<file path="config.mk">
export PLATFORM = sky130hd
export DESIGN_NAME = adc_mode_control_register
export DESIGN_NICKNAME = d
export VERILOG_FILES = /design/src/rtl/pin_sync.v /design/src/rtl/cal_sequencer.v /design/src/rtl/adc_mode_control_register.v
export VERILOG_INCLUDE_DIRS = /design/src /design/src/rtl
export SDC_FILE = /design/constraint.sdc
export NUM_CORES = 1
export LEC_CHECK = 0
export ABC_AREA = 0
export ABC_CLOCK_PERIOD_IN_PS = 1800
export BUFFER_PORTS_ARGS = -buffer_cell sky130_fd_sc_hd__buf_2
export CAP_MARGIN = 20
export CORE_MARGIN = 2
export CORE_UTILIZATION = 44
export DETAILED_ROUTE_END_ITERATION = 8
export PLACE_DENSITY = 0.71
export SYNTH_ARGS = -nofsm -noshare
export SYNTH_HDL_FRONTEND = slang
export SYNTH_SLANG_ARGS = --single-unit
</file>
<file path="constraint.sdc">
create_clock -name core_clk -period 1.8 [get_ports core_clk]
set_clock_uncertainty 0.1 [all_clocks]
set_input_delay 0.18 -clock core_clk [delete_from_list [all_inputs] [get_ports core_clk]]
set_output_delay 0.18 -clock core_clk [all_outputs]
set_load 0.01 [all_outputs]
</file>
<file path="src/rtl/adc_mode_consts.vh">
`ifndef ADC_MODE_CONSTS_VH
`define ADC_MODE_CONSTS_VH

// ----------------------------------------------------------------
// Configuration word layout
// ----------------------------------------------------------------
`define CFG_WIDTH 24
`define CFG_MODE_HI 23
`define CFG_MODE_LO 21
`define CFG_GAIN_HI 20
`define CFG_GAIN_LO 18
`define CFG_CHAN 17
`define CFG_PDOWN 16
`define CFG_WLEN 15
`define CFG_EXC 14
`define CFG_BURN 13
`define CFG_POL 12
`define CFG_FILT_HI 11
`define CFG_FILT_LO 0

// ----------------------------------------------------------------
// Reset values
// ----------------------------------------------------------------
`define CFG_RESET 24'h000000
`define RESULT_RESET 24'h000000

// ----------------------------------------------------------------
// Operating mode codes
// ----------------------------------------------------------------
`define MODE_NORMAL 3'h0
`define MODE_SELF_CAL 3'h1
`define MODE_SYS_ZERO 3'h2
`define MODE_SYS_FULL 3'h3

// ----------------------------------------------------------------
// Serial word lengths and timing
// ----------------------------------------------------------------
`define WORD_LONG 5'h18
`define WORD_SHORT 5'h10
`define CLK_PERIOD_NS 8
`define CAL_PHASE_US 4
`define CAL_PHASE_CYCLES ((`CAL_PHASE_US * 1000) / `CLK_PERIOD_NS)

`endif

</file>
<file path="src/rtl/pin_sync.v">
`timescale 1ns/100ps

// Two-flop synchroniser; the first stage feeds only the second.
module pin_sync #(
    parameter W = 1,
    parameter [W-1:0] RST_VAL = {W{1'b0}}
) (
    input wire core_clk,
    input wire rstn,
    input wire [W-1:0] async_in,
    output wire [W-1:0] sync_out
);

    reg [W-1:0] meta_q;
    reg [W-1:0] sync_q;

    always @(posedge core_clk or negedge rstn) begin
        if (!rstn) begin
            meta_q <= RST_VAL;
            sync_q <= RST_VAL;
        end else begin
            meta_q <= async_in;
            sync_q <= meta_q;
        end
    end

    assign sync_out = sync_q;

endmodule // pin_sync

</file>
<file path="src/rtl/cal_sequencer.v">
`timescale 1ns/100ps
`include "adc_mode_consts.vh"

// Runs one calibration request: zero-scale and/or full-scale phases.
module cal_sequencer #(
    parameter PHASE_CYCLES = `CAL_PHASE_CYCLES
) (
    input wire core_clk,
    input wire rstn,
    input wire start,
    input wire [2:0] start_mode,
    input wire start_channel,
    output reg busy,
    output reg full_phase,
    output reg cal_channel,
    output reg done
);

    localparam ST_IDLE = 2'h0;
    localparam ST_ZERO = 2'h1;
    localparam ST_FULL = 2'h2;

    reg [1:0] state_q;
    reg [1:0] state_d;
    reg [15:0] count_q;
    reg two_phase_q;
    wire phase_end;

    assign phase_end = (count_q == PHASE_CYCLES[15:0] - 16'h0001);

    always @* begin
        state_d = state_q;
        case (state_q)
            ST_IDLE: state_d = ST_IDLE;
            ST_ZERO: if (phase_end) state_d = two_phase_q ? ST_FULL : ST_IDLE;
            ST_FULL: if (phase_end) state_d = ST_IDLE;
            default: state_d = ST_IDLE;
        endcase
        // A fresh mode write restarts or aborts any sequence in flight
        if (start) begin
            case (start_mode)
                `MODE_SELF_CAL: state_d = ST_ZERO;
                `MODE_SYS_ZERO: state_d = ST_ZERO;
                `MODE_SYS_FULL: state_d = ST_FULL;
                default: state_d = ST_IDLE;
            endcase
        end
    end

    always @(posedge core_clk or negedge rstn) begin
        if (!rstn) begin
            state_q <= ST_IDLE;
            count_q <= 16'h0000;
            two_phase_q <= 1'b0;
            cal_channel <= 1'b0;
            done <= 1'b0;
        end else begin
            state_q <= state_d;
            done <= 1'b0;
            if (start) begin
                count_q <= 16'h0000;
                two_phase_q <= (start_mode == `MODE_SELF_CAL);
                cal_channel <= start_channel;
            end else if (state_q != ST_IDLE) begin
                count_q <= phase_end ? 16'h0000 : count_q + 16'h0001;
                if (state_d == ST_IDLE)
                    done <= 1'b1;
            end
        end
    end

    always @* begin
        busy = (state_q != ST_IDLE);
        full_phase = (state_q == ST_FULL);
    end

endmodule // cal_sequencer

</file>
<file path="src/rtl/adc_mode_control_register.v">
`timescale 1ns/100ps
`include "adc_mode_consts.vh"

//Contract
//- Write frame with select low targets the configuration register; host holds select low.
//- Read frame with select low returns the configuration register contents.
//- Register is 24 bits; a write frame shorter than 24 bits is discarded.
//- Clock pulses after the 24th in a write frame are ignored.
//- Lower 12 bits hold the filter field, its top bit at position 11.
//- Mode 000 is normal; select-high read returns result; mode resets to 000.
//- Mode 001 runs self-calibration: zero scale, then full scale, internally.
//- At the end of self-calibration the mode bits clear to 000.
//- Ready falls when self-calibration completes with a valid result.
//- Calibration uses the channel bit present when the mode code is written.
//- Mode 010 runs system zero-scale calibration; ready marks its end.
//- After the zero-scale step the device returns to normal mode.
//- Mode 011 runs system full-scale calibration, flags ready, returns to normal.
//- Ready falls on a new output word, rises after a full word shifts out.
module adc_mode_control_register #(
    parameter CAL_PHASE_CYCLES = `CAL_PHASE_CYCLES
) (
    input wire core_clk,
    input wire rstn,
    input wire serial_clk_in,
    input wire write_frame_sync_n,
    input wire read_frame_sync_n,
    input wire reg_select_in,
    input wire serial_data_io_in,
    output wire serial_data_io_out,
    output wire serial_data_io_oe,
    output wire result_ready_n,
    input wire [23:0] conv_result_in,
    input wire conv_valid_in,
    output wire [2:0] op_mode,
    output wire [2:0] gain_code,
    output wire channel_select,
    output wire power_down_bit,
    output wire word_length_bit,
    output wire excitation_enable,
    output wire burnout_enable,
    output wire polarity_select,
    output wire [11:0] filter_select,
    output wire cal_busy,
    output wire cal_full_phase,
    output wire cal_channel
);

    // ----------------------------------------------------------------
    // Pin synchronisation and edge detection
    // ----------------------------------------------------------------
    wire [4:0] pins_s;
    wire sclk_s;
    wire wfs_n_s;
    wire rdframe_n_s;
    wire sel_s;
    wire sdi_s;
    reg sclk_prev_q;
    reg wfs_prev_q;
    reg rdframe_prev_q;

    pin_sync #(
        .W(5),
        .RST_VAL(5'h06)
    ) u_pin_sync (
        .core_clk(core_clk),
        .rstn(rstn),
        .async_in({serial_data_io_in, reg_select_in, read_frame_sync_n, write_frame_sync_n, serial_clk_in}),
        .sync_out(pins_s)
    );

    assign sclk_s = pins_s[0];
    assign wfs_n_s = pins_s[1];
    assign rdframe_n_s = pins_s[2];
    assign sel_s = pins_s[3];
    assign sdi_s = pins_s[4];

    always @(posedge core_clk or negedge rstn) begin
        if (!rstn) begin
            sclk_prev_q <= 1'b0;
            wfs_prev_q <= 1'b1;
            rdframe_prev_q <= 1'b1;
        end else begin
            sclk_prev_q <= sclk_s;
            wfs_prev_q <= wfs_n_s;
            rdframe_prev_q <= rdframe_n_s;
        end
    end

    wire sclk_rise = sclk_s & ~sclk_prev_q;
    wire sclk_fall = ~sclk_s & sclk_prev_q;
    wire wfs_start = ~wfs_n_s & wfs_prev_q;
    wire wfs_end = wfs_n_s & ~wfs_prev_q;
    wire rdframe_start = ~rdframe_n_s & rdframe_prev_q;

    // ----------------------------------------------------------------
    // Configuration register and write frame
    // ----------------------------------------------------------------
    reg [23:0] cfg_q;
    reg [23:0] wr_shift_q;
    reg [4:0] wr_count_q;
    reg wr_target_q;
    wire wr_commit;
    wire cal_done;

    // A frame counts only while select stayed low from its first edge on
    assign wr_commit = wfs_end & wr_target_q & (wr_count_q == `WORD_LONG);

    always @(posedge core_clk or negedge rstn) begin
        if (!rstn) begin
            wr_shift_q <= 24'h000000;
            wr_count_q <= 5'h00;
            wr_target_q <= 1'b0;
        end else begin
            if (wfs_start) begin
                wr_count_q <= 5'h00;
                wr_target_q <= ~sel_s;
            end else if (!wfs_n_s) begin
                if (sel_s)
                    wr_target_q <= 1'b0;
                if (sclk_rise && wr_count_q != `WORD_LONG) begin
                    wr_shift_q <= {wr_shift_q[22:0], sdi_s};
                    wr_count_q <= wr_count_q + 5'h01;
                end
            end
        end
    end

    always @(posedge core_clk or negedge rstn) begin
        if (!rstn) begin
            cfg_q <= `CFG_RESET;
        end else if (wr_commit) begin
            // A host write in the same cycle as completion wins over the self-clear
            cfg_q <= wr_shift_q;
        end else if (cal_done) begin
            cfg_q[`CFG_MODE_HI:`CFG_MODE_LO] <= `MODE_NORMAL;
        end
    end

    assign op_mode = cfg_q[`CFG_MODE_HI:`CFG_MODE_LO];
    assign gain_code = cfg_q[`CFG_GAIN_HI:`CFG_GAIN_LO];
    assign channel_select = cfg_q[`CFG_CHAN];
    assign power_down_bit = cfg_q[`CFG_PDOWN];
    assign word_length_bit = cfg_q[`CFG_WLEN];
    assign excitation_enable = cfg_q[`CFG_EXC];
    assign burnout_enable = cfg_q[`CFG_BURN];
    assign polarity_select = cfg_q[`CFG_POL];
    assign filter_select = cfg_q[`CFG_FILT_HI:`CFG_FILT_LO];

    // ----------------------------------------------------------------
    // Calibration sequencing
    // ----------------------------------------------------------------
    cal_sequencer #(
        .PHASE_CYCLES(CAL_PHASE_CYCLES)
    ) u_cal_sequencer (
        .core_clk(core_clk),
        .rstn(rstn),
        .start(wr_commit),
        .start_mode(wr_shift_q[`CFG_MODE_HI:`CFG_MODE_LO]),
        .start_channel(wr_shift_q[`CFG_CHAN]),
        .busy(cal_busy),
        .full_phase(cal_full_phase),
        .cal_channel(cal_channel),
        .done(cal_done)
    );

    // ----------------------------------------------------------------
    // Result word and ready flag
    // ----------------------------------------------------------------
    reg [23:0] result_q;
    reg ready_n_q;
    reg rd_data_q;
    reg [4:0] rd_count_q;
    wire [4:0] rd_len;
    wire new_word;
    wire rd_word_done;

    // Conversions arriving mid-calibration are not trustworthy, so drop them
    assign new_word = cal_done | (conv_valid_in & ~cal_busy);
    assign rd_len = word_length_bit ? `WORD_LONG : `WORD_SHORT;
    assign rd_word_done = rd_data_q & ~rdframe_n_s & sclk_rise & (rd_count_q == rd_len - 5'h01);

    always @(posedge core_clk or negedge rstn) begin
        if (!rstn) begin
            result_q <= `RESULT_RESET;
            ready_n_q <= 1'b1;
        end else begin
            if (conv_valid_in && !cal_busy)
                result_q <= conv_result_in;
            if (new_word)
                ready_n_q <= 1'b0;
            else if (rd_word_done)
                ready_n_q <= 1'b1;
        end
    end

    assign result_ready_n = ready_n_q;

    // ----------------------------------------------------------------
    // Read frame
    // ----------------------------------------------------------------
    reg [23:0] rd_shift_q;
    reg rd_active_q;

    always @(posedge core_clk or negedge rstn) begin
        if (!rstn) begin
            rd_shift_q <= 24'h000000;
            rd_count_q <= 5'h00;
            rd_active_q <= 1'b0;
            rd_data_q <= 1'b0;
        end else if (rdframe_start) begin
            rd_count_q <= 5'h00;
            rd_data_q <= sel_s;
            if (!sel_s) begin
                rd_shift_q <= cfg_q;
                rd_active_q <= 1'b1;
            end else begin
                // Short words go out left-aligned, most significant bit first
                rd_shift_q <= word_length_bit ? result_q : {result_q[23:8], 8'h00};
                rd_active_q <= ~ready_n_q;
            end
        end else if (rdframe_n_s) begin
            rd_active_q <= 1'b0;
        end else if (rd_active_q) begin
            if (sclk_fall)
                rd_shift_q <= {rd_shift_q[22:0], 1'b0};
            if (sclk_rise && rd_count_q != `WORD_LONG)
                rd_count_q <= rd_count_q + 5'h01;
        end
    end

    // A write frame owns the line, so the output driver backs off during it
    assign serial_data_io_out = rd_shift_q[23];
    assign serial_data_io_oe = rd_active_q & wfs_n_s;

endmodule // adc_mode_control_register

</file>
Word-level counts from Yosys, hierarchy flattened
Index checks and enable logic that the tools add are counted.
{"block": "totals", "word_cells": 116, "register_bits": 144}
{"block": "classes", "addsub": 4, "bitwise": 22, "n_eq_ne": 12, "reduce_logical": 21, "n_mux": 36}
{"cell": "2-to-1 mux 24 bit", "n": 5}
{"cell": "2-to-1 mux 16 bit", "n": 3}
{"cell": "2-to-1 mux 5 bit", "n": 7}
{"cell": "nonzero test 2 bit", "n": 10}
{"cell": "adder 16 x 1 -> 16 bit, second input constant", "n": 1}
{"cell": "equality test 16 x 9 -> 1 bit, second input constant", "n": 1}
{"cell": "bitwise AND 1 bit", "n": 12}
{"cell": "2-to-1 mux 1 bit", "n": 11}
{"cell": "adder 5 x 1 -> 5 bit, second input constant", "n": 2}
{"cell": "inequality test 5 bit, second input constant", "n": 2}
{"cell": "NOT 1 bit", "n": 9}
{"cell": "AND reduction 3 bit", "n": 3}
{"cell": "2-to-1 mux 2 bit", "n": 4}
{"cell": "2-to-1 mux 8 bit", "n": 1}
{"cell": "one-hot mux 2 bit (2 select lines)", "n": 2}
{"cell": "equality test 3 x 2 -> 1 bit, second input constant", "n": 2}
{"cell": "2-to-1 mux 3 bit", "n": 2}
{"cell": "equality test 5 bit", "n": 1}
{"cell": "equality test 5 bit, second input constant", "n": 1}
{"cell": "subtractor 5 x 1 -> 5 bit, second input constant", "n": 1}
{"cell": "2-to-1 mux 4 bit", "n": 1}
{"cell": "inequality test 2 bit, second input constant", "n": 2}
{"cell": "AND reduction 2 bit", "n": 2}
{"cell": "equality test 3 x 1 -> 1 bit, second input constant", "n": 1}
{"cell": "7 further kinds", "n": 9}

Depth between registers and ports, before layout
Gate-level depths: netlist of the first run.
{"block": "depth", "word_depth": 9, "mapped_depth": 8, "mapped_depth_nobuf": 6}

Cells and area by module
From an unflattened synthesis of the first run, not the netlist that was laid out.
{"block": "hier_totals", "hier_cells": 560, "area_unflattened_um2": 6446.2}
{"mod": "adc_mode_control_register", "area_per_inst_um2": 4948.5, "cells_each": 413, "instances": 1, "seq_area_each_um2": 2831.5}
{"mod": "cal_sequencer", "area_per_inst_um2": 1242.4, "cells_each": 137, "instances": 1, "seq_area_each_um2": 525.5}
{"mod": "pin_sync", "area_per_inst_um2": 255.2, "cells_each": 10, "instances": 1, "seq_area_each_um2": 255.2}

Least setup slack after synthesis of the first run
No wires, ideal clock.
{"block": "synth_timing", "kind": "register -> register", "startpoint": "reg wr_count_q[0]", "endpoint": "reg u_cal_sequencer.count_q[5]", "stages_incl_launch_ff": 8, "path_buffers": 1, "t_required_ns": 1.622, "setup_slack_ns": -0.117, "t_arrival_ns": 1.739, "path_cell_list": "dfrtp_1 -> inv_1 -> ha_1 -> nand4b_4 -> o31a_1 -> buf_6 -> or3_1 -> a21oi_1"}
{"block": "synth_between", "elab_chain_len": 3, "word_cells_on_any_way": 4}
{"element": "start: declaration", "line_no": "adc_mode_control_register.v:100", "rtl": "reg [4:0] wr_count_q;"}
{"element": "start signal: assignment", "line_no": "adc_mode_control_register.v:122", "rtl": "wr_count_q <= wr_count_q + 5'h01;"}
{"element": "equality test 5 bit (no source line) (*)"}
{"element": "bitwise AND 1 bit (*)", "line_no": "adc_mode_control_register.v:106", "rtl": "assign wr_commit = wfs_end & wr_target_q & (wr_count_q == `WORD_LONG);"}
{"element": "2-to-1 mux 16 bit or nonzero test 2 bit (tied branches)"}
{"element": "end signal: assignment", "line_no": "cal_sequencer.v:65", "rtl": "count_q <= phase_end ? 16'h0000 : count_q + 16'h0001;"}
{"element": "end: declaration", "line_no": "cal_sequencer.v:25", "rtl": "reg [15:0] count_q;"}
Every way passes the cells marked *; elsewhere a longest branch is shown, timed or not.
A chain may end at the register's enable or synchronous reset.

Worst setup path after layout of the first run
{"block": "layout_timing", "startpoint": "reg wr_count_q[0]", "endpoint": "reg wr_shift_q[0]"}
{"block": "layout_between", "elab_chain_len": 3}
{"element": "inequality test 5 bit (no source line)"}
{"element": "logical AND 1 bit (no source line)"}
{"element": "AND reduction 3 bit (no source line)"}
{"element": "end signal: assignment", "line_no": "adc_mode_control_register.v:121", "rtl": "wr_shift_q <= {wr_shift_q[22:0], sdi_s};"}
{"element": "end: declaration", "line_no": "adc_mode_control_register.v:99", "rtl": "reg [23:0] wr_shift_q;"}
No other way between the ends.

==> results.py, run 1 <==
metrics = {
    "run_status": {
        "status": "finished, violations left",
        "violations": "setup timing",
    },
    "worst_setup_path": {
        "path_depth": 8,
        "slowest_stage": "dfrtp_1",
        "r2r_cells": 8,
        "cp_num_buf_inv": 3,
        "critical_path.cell_chain": "inv_2 > ha_4 > nand4b_4 > buf_4 > nand2_2 > or2_4 > clkbuf_16 > mux2_2",
        "crit_type": "flop to flop",
        "crit_path_max_incr_delay_ns": 0.39,
        "endpoint_kind": "flop",
        "critPathTopFamily": "buffers and inverters",
        "crit_path_max_fanout": 6,
        "cp_data_required_time_ns": 1.99,
        "critPathArrivalTime_ns": 2.10,
        "startpoint_type": "flop",
    },
    "routing": {
        "ant_nets": 0,
        "drt_iter0_drc": 516,
        "viasPerCell": 5.64,
        "drc_errors": 0,
        "wirelength_mm": 16.6,
        "wl_per_cell_microns": 18.4,
        "dr.pass1.iters": 4,
        "vias": 5083,
    },
    "logic_synthesis": {
        "ys.flop_type": "dfrtp_1",
        "syn-num-nets": 609,
        "synth_area_per_cell_sq_um": 11.0,
        "ys_seq_area_frac": 0.571,
        "async_reset_ff_frac": 1.00,
        "synth_edf_count": 0,
        "synth.distinct_cells": 59,
        "syn_inst": 569,
        "yosysWarnings": 0,
        "ys_seq_elements": 143,
        "synth.cell_area_sq_mm": 0.00628,
    },
    "die": {
        "num_rows": 43,
        "die_h_microns": 123,
        "die-area_sq_mm": 0.0152,
        "ios": 62,
        "core_area_sq_mm": 0.0139,
        "die_x_microns": 123,
        "initial_core_util": 0.451,
    },
    "clocking": {
        "clock-sinks": 143,
        "clkTransAtPathRegs_ns": 0.06,
        "clock_latency_ns": 0.41,
        "clock-root-buffer": "clkbuf_16",
        "htree_num_levels": 4,
        "numCtsBuffers": 17,
        "cts_tree": "yes",
        "clockBufferDepth": 2,
    },
    "pwr": {
        "power_uw": 8010,
        "power_density_mw_per_mm2": 959,
        "peakVddDrop_mv": 0.700,
        "leakage_uw": 0.00400,
    },
    "placement": {
        "dp_hpwl_mm": 9.91,
        "dp_slack_ns": -0.228,
        "dp.cells": 822,
        "numPortBuffers": 61,
        "place.gp.congestion": 0.853,
    },
    "final_layout": {
        "final_cell_mix": "136 x dfrtp_1, 108 x nand2_1, 60 x buf_2, 47 x mux2_2, 42 x buf_4",
        "fillerInstances": 1047,
        "layout_commonest_cell": "dfrtp_1",
        "insertedDiodeCount": 0,
        "fin_nets": 748,
        "drive_above_1_share": 0.318,
        "area_delta_synth_final_pct": 32.9,
        "finalCoreUtilization": 0.599,
        "layout.cells.non_filler": 901,
    },
    "sta": {
        "relSlewSlack": 0.754,
        "hold_slack_ns": 0.0806,
        "rsz0062_at_grt": "yes",
        "hold_violations": 0,
        "finalCritPeriodShare": 1.06,
        "fmax_mhz": 526,
        "finalWorstSetupSlack_ns": -0.101,
        "worst_pin_slew_ns": 0.367,
        "final-setup-viol-count": 39,
        "period_needed_ns": 1.90,
        "slew_viol_final": 0,
    },
    "global_route": {
        "gr-usage-all-layers": 0.216,
        "overflow": 0,
        "antenna_found_initial": 0,
        "grt_max_degree": 59,
        "first_global_vias": 4994,
        "grt_first_pass_wirelength_mm": 25.1,
    },
    "job": {
        "cap_violations": 0,
    },
    "min_path": {
        "hold_path_class": "input pin to asynchronous set/reset pin",
    },
}
==> synthesized netlist by cell type, types with 2 or more instances <==
| master | number | area share |
|---|---|---|
| dfrtp_1 | 136 | 0.54 |
| nand2_1 | 108 | 0.065 |
| mux2_2 | 47 | 0.084 |
| o21ai_0 | 38 | 0.030 |
| a21oi_1 | 30 | 0.024 |
| nor2_1 | 29 | 0.017 |
| mux2i_1 | 17 | 0.027 |
| clkbuf_1 | 16 | 0.0096 |
| nand4_1 | 13 | 0.013 |
| nand3_1 | 11 | 0.0088 |
| inv_1 | 10 | 0.0060 |
| xor2_1 | 9 | 0.013 |
| ha_1 | 8 | 0.016 |
| a221o_1 | 7 | 0.011 |
| buf_2 | 7 | 0.0056 |
| dfstp_2 | 7 | 0.029 |
| o31ai_1 | 7 | 0.0084 |
| or4_1 | 6 | 0.0072 |
| and4_1 | 4 | 0.0056 |
| buf_6 | 4 | 0.0072 |
| nand3b_1 | 4 | 0.0048 |
| nand2b_1 | 3 | 0.0030 |
| or3_1 | 3 | 0.0030 |
| xnor2_1 | 3 | 0.0042 |
| a31oi_1 | 2 | 0.0020 |
| and2_1 | 2 | 0.0020 |
| buf_1 | 2 | 0.0012 |
| nor2b_1 | 2 | 0.0020 |
| nor4b_1 | 2 | 0.0028 |
| o21ai_1 | 2 | 0.0016 |
| o41ai_1 | 2 | 0.0028 |
==> flip-flops by register name, summed over array words and instances (netlist names) <==
name / cells
u_cal_sequencer.count_q: 16
wr_shift_q: 24
u_cal_sequencer.done: 1
result_q: 24
rdframe_prev_q: 1
cfg_q: 24
u_pin_sync.sync_out: 5
result_ready_n: 1
u_cal_sequencer.two_phase_q: 1
u_pin_sync.meta_q: 5
rd_count_q: 5
rd_data_q: 1
u_cal_sequencer.state_q: 2
wr_target_q: 1
rd_active_q: 1
wr_count_q: 5
sclk_prev_q: 1
wfs_prev_q: 1
rd_shift_q: 24
==> cells by family after synthesis <==
logic type / count (synthesis) / synth area share
xor gates and xnor gates: 12 / 0.0167
and+or+nand+nor: 202 / 0.158
AOI/OAI and AO/OA: 98 / 0.0930
DFF: 143 / 0.571
buffers and inverters: 41 / 0.0313
muxes: 65 / 0.114
adders and majority gates: 8 / 0.0159
==> metal layers <==
layer | up-vias | part of all wire | track usage
li1 | 2280 | - | -
met1 | 2609 | 0.41 | 0.261
met2 | 143 | 0.52 | 0.369
met3 | 51 | 0.042 | 0.0517
met4 | 0 | 0.031 | 0.0938
met5 | - | 0 | 0
==> report_power, final <==
group          switching, uW  leakage (uW)  internal, uW
clock network           1320      0.000297          2350
logic                    360       0.00183           370
registers                157       0.00187          3450
total                   1840       0.00400          6170
==> per-stage QoR <==
step                      setup TNS, ns  area [sq um]
final                             -2.14          8350
after floorplan                  -0.945          6310
after CTS                        -0.542          8130
after global placement            -2.04          7090
after detailed placement          -6.41          7090
after global routing              -5.17          8350
==> final timing paths <==
path / start / to / slack (ns)
max: wr_count_q[0]$_DFFE_PN0P_ / wr_shift_q[0]$_DFFE_PN0P_ / -0.10
min: rstn / u_cal_sequencer.count_q[1]$_DFFE_PN0P_ / 0.08
max reg2reg: wr_count_q[0]$_DFFE_PN0P_ / wr_shift_q[0]$_DFFE_PN0P_ / -0.10
min reg2reg: u_pin_sync.meta_q[0]$_DFF_PN0_ / u_pin_sync.sync_out[0]$_DFF_PN0_ / 0.25
max in group asynchronous: rstn / rdframe_prev_q$_DFF_PN1_ / 0.91
min in group core_clk: u_pin_sync.meta_q[0]$_DFF_PN0_ / u_pin_sync.sync_out[0]$_DFF_PN0_ / 0.25
==> area by class of cell <==
type                    count  area (sq um)  share of cell area
repair buffers            150          1260               0.151
inverters                  11          41.3             0.00495
flip-flops and latches    143          3590               0.430
clock buffers              21           450              0.0539
well taps                 180           225              0.0270
clock inverters            11           164              0.0196
multi-input cells         385          2620               0.314
==> timing repair <==
action                                 in CTS  in global routing
hold buffers                               31                  0
resized for setup                          14                 11
buffers inserted                            5                  5
gates cloned                                1                  5
endpoints found under the hold margin     166                  0
setup endpoints to repair                  66                 66
pin swaps                                   2                  3
(Power assumes the default switching activity.)
==> inputs of run 2 (changes only) <==
--- a/config.mk
+++ b/config.mk
@@ -7,13 +7,14 @@
 export NUM_CORES = 1
 export LEC_CHECK = 0
 export ABC_AREA = 0
-export ABC_CLOCK_PERIOD_IN_PS = 1800
+export ABC_CLOCK_PERIOD_IN_PS = 2050
 export BUFFER_PORTS_ARGS = -buffer_cell sky130_fd_sc_hd__buf_2
 export CAP_MARGIN = 20
 export CORE_MARGIN = 2
 export CORE_UTILIZATION = 44
 export DETAILED_ROUTE_END_ITERATION = 8
-export PLACE_DENSITY = 0.71
+export PLACE_DENSITY = 0.68
+export REMOVE_ABC_BUFFERS = 1
 export SYNTH_ARGS = -nofsm -noshare
 export SYNTH_HDL_FRONTEND = slang
 export SYNTH_SLANG_ARGS = --single-unit
==> constraint.sdc (replaced) <==
create_clock -name core_clk -period 2.05 [get_ports core_clk]
set_clock_uncertainty 0.1 [all_clocks]
set_input_delay 0.205 -clock core_clk [delete_from_list [all_inputs] [get_ports core_clk]]
set_output_delay 0.205 -clock core_clk [all_outputs]
set_load 0.01 [all_outputs]
==> results.py, run 2 (synthesized netlist as in run 1, its figures left out) <==
metrics = {
    "pwr": {
        "p_seq_frac": 0.471,
        "power_uw": 6710,
        "peakVddDrop_mv": 0.650,
        "power_density_mw_per_mm2": 851,
        "internal_power_uw": 5190,
        "p_comb_frac": 0.083,
        "leakage_uw": 0.00379,
        "p_clk_frac": 0.446,
        "switching_share": 0.227,
        "power.switching_uw": 1520,
    },
    "clocking": {
        "clkTransAtPathRegs_ns": 0.06,
        "clock-sinks": 143,
        "post_cts.repair.setup_buffers": 0,
        "clock_latency_ns": 0.42,
        "cts_tree": "yes",
        "clock-root-buffer": "clkbuf_16",
        "numCtsBuffers": 17,
        "clockBufferDepth": 2,
        "htree_num_levels": 4,
    },
    "routing": {
        "dr.pass1.iters": 4,
        "wirelength_mm": 14.1,
        "viasPerCell": 5.32,
        "ant_nets": 0,
        "drc_errors": 0,
        "vias": 4608,
        "drt_iter0_drc": 346,
        "wl_per_cell_microns": 16.3,
    },
    "sta": {
        "finalCritPeriodShare": 0.983,
        "worst_pin_slew_ns": 0.615,
        "setup_tns_ns": 0,
        "relSlewSlack": 0.590,
        "slew_viol_final": 0,
        "fmax_mhz": 496,
        "period_needed_ns": 2.01,
        "finalWorstSetupSlack_ns": 0.0356,
        "hold_slack_ns": 0.225,
        "final-setup-viol-count": 0,
        "hold_violations": 0,
    },
    "run_status": {
        "status": "completed",
    },
    "placement": {
        "dp.cells": 802,
        "place.gp.congestion": 0.831,
        "numPortBuffers": 61,
        "dp_slack_ns": -0.0352,
        "dp_hpwl_mm": 8.80,
    },
    "worst_setup_path": {
        "critPathLaunch": "wr_count_q[0]$_DFFE_PN0P_",
        "critPathArrivalTime_ns": 2.24,
        "r2r-start": "wr_count_q[0]$_DFFE_PN0P_",
        "cp_data_required_time_ns": 2.28,
        "crit_path_max_fanout": 19,
        "crit_type": "flop to flop",
        "endpoint_kind": "flop",
        "startpoint_type": "flop",
    },
    "global_route": {
        "overflow": 0,
        "first_global_vias": 4634,
        "antenna_found_initial": 0,
        "grt_max_degree": 65,
        "gr-usage-all-layers": 0.194,
        "grt_first_pass_wirelength_mm": 22.6,
    },
    "die": {
        "initial_core_util": 0.451,
        "num_rows": 43,
        "die_h_microns": 123,
        "die-area_sq_mm": 0.0152,
        "die_x_microns": 123,
        "core_area_sq_mm": 0.0139,
        "ios": 62,
    },
    "final_layout": {
        "area_delta_synth_final_pct": 25.4,
        "final_cell_mix": "136 x dfrtp_1, 108 x nand2_1, 60 x buf_2, 47 x mux2_2, 37 x o21ai_0",
        "insertedDiodeCount": 0,
        "layout.cells.non_filler": 866,
        "drive_above_1_share": 0.270,
        "fin_nets": 715,
        "layout_commonest_cell": "dfrtp_1",
        "fillerInstances": 1181,
    },
    "job": {
        "cap_violations": 0,
    },
    "min_path": {
        "hold_path_class": "input pin to asynchronous set/reset pin",
    },
}
## run 2: power by group through the flow
stage,clock (uW),combinational [uW],sequential [uW]
6_report,2990,558,3160
3_3_place_gp,0,486,3190
5_1_grt,3170,626,3180
3_5_place_dp,0,510,3200
4_1_cts,3040,557,3160
2_1_floorplan,0,289,3180
## run 2: layout make-up
| cell class | count | area (sq um) | share of cell area |
|---|---|---|---|
| Clock inverter | 6 | 83.8 | 0.0106 |
| Timing Repair Buffer | 116 | 900 | 0.114 |
| Inverter | 11 | 41.3 | 0.00524 |
| Multi-Input combinational cell | 386 | 2560 | 0.325 |
| Clock buffer | 24 | 482 | 0.0611 |
| Tap cell | 180 | 225 | 0.0286 |
| Sequential cell | 143 | 3590 | 0.455 |
## run 2: repair_timing
action	in CTS	in global routing
pin swaps	0	1
gates cloned	0	3
resized for setup	3	9
hold buffers	31	0
setup endpoints to repair	10	39
hold endpoints to repair	84	0
## run 2: critical path, cell delays in order (launching register included)
cell	delay, ns
dfrtp_1	0.38
inv_1	0.12
ha_2	0.21
nand4b_4	0.11
buf_4	0.17
or3_4	0.40
buf_12	0.18
o31ai_1	0.24
## run 2: path summary, 6_finish.rpt
| kind | endpoint | slack (ns) | depth (start not counted) |
|---|---|---|---|
| worst max-delay path | u_cal_sequencer.state_q[0]$_DFF_PN0_ | 0.04 | 7 |
| worst min-delay path | u_cal_sequencer.count_q[15]$_DFFE_PN0P_ | 0.22 | 2 |
| worst max register to register | u_cal_sequencer.state_q[0]$_DFF_PN0_ | 0.04 | 7 |
| worst min register to register | u_pin_sync.sync_out[3]$_DFF_PN0_ | 0.25 | 0 |
| max in group asynchronous | cfg_q[9]$_DFFE_PN0N_ | 0.90 | 3 |
| min in group core_clk | u_pin_sync.sync_out[3]$_DFF_PN0_ | 0.25 | 0 |
## run 2: through the flow
step | util | area (sq um)
floorplan | - | 6130
global placement | 0.495 | 6900
detailed placement | 0.495 | 6900
CTS | 0.559 | 7790
global route | 0.566 | 7880
finish | 0.566 | 7880
## run 2: layer usage
layer / up-vias / share of wire / GRT usage / routed length (microns)
met5: - / 0 / 0 / 0
met4: 0 / 0.016 / 0.0689 / 220
met3: 17 / 0.035 / 0.0512 / 492
met2: 93 / 0.51 / 0.322 / 7150
met1: 2278 / 0.44 / 0.246 / 6270
li1: 2220 / - / - / -
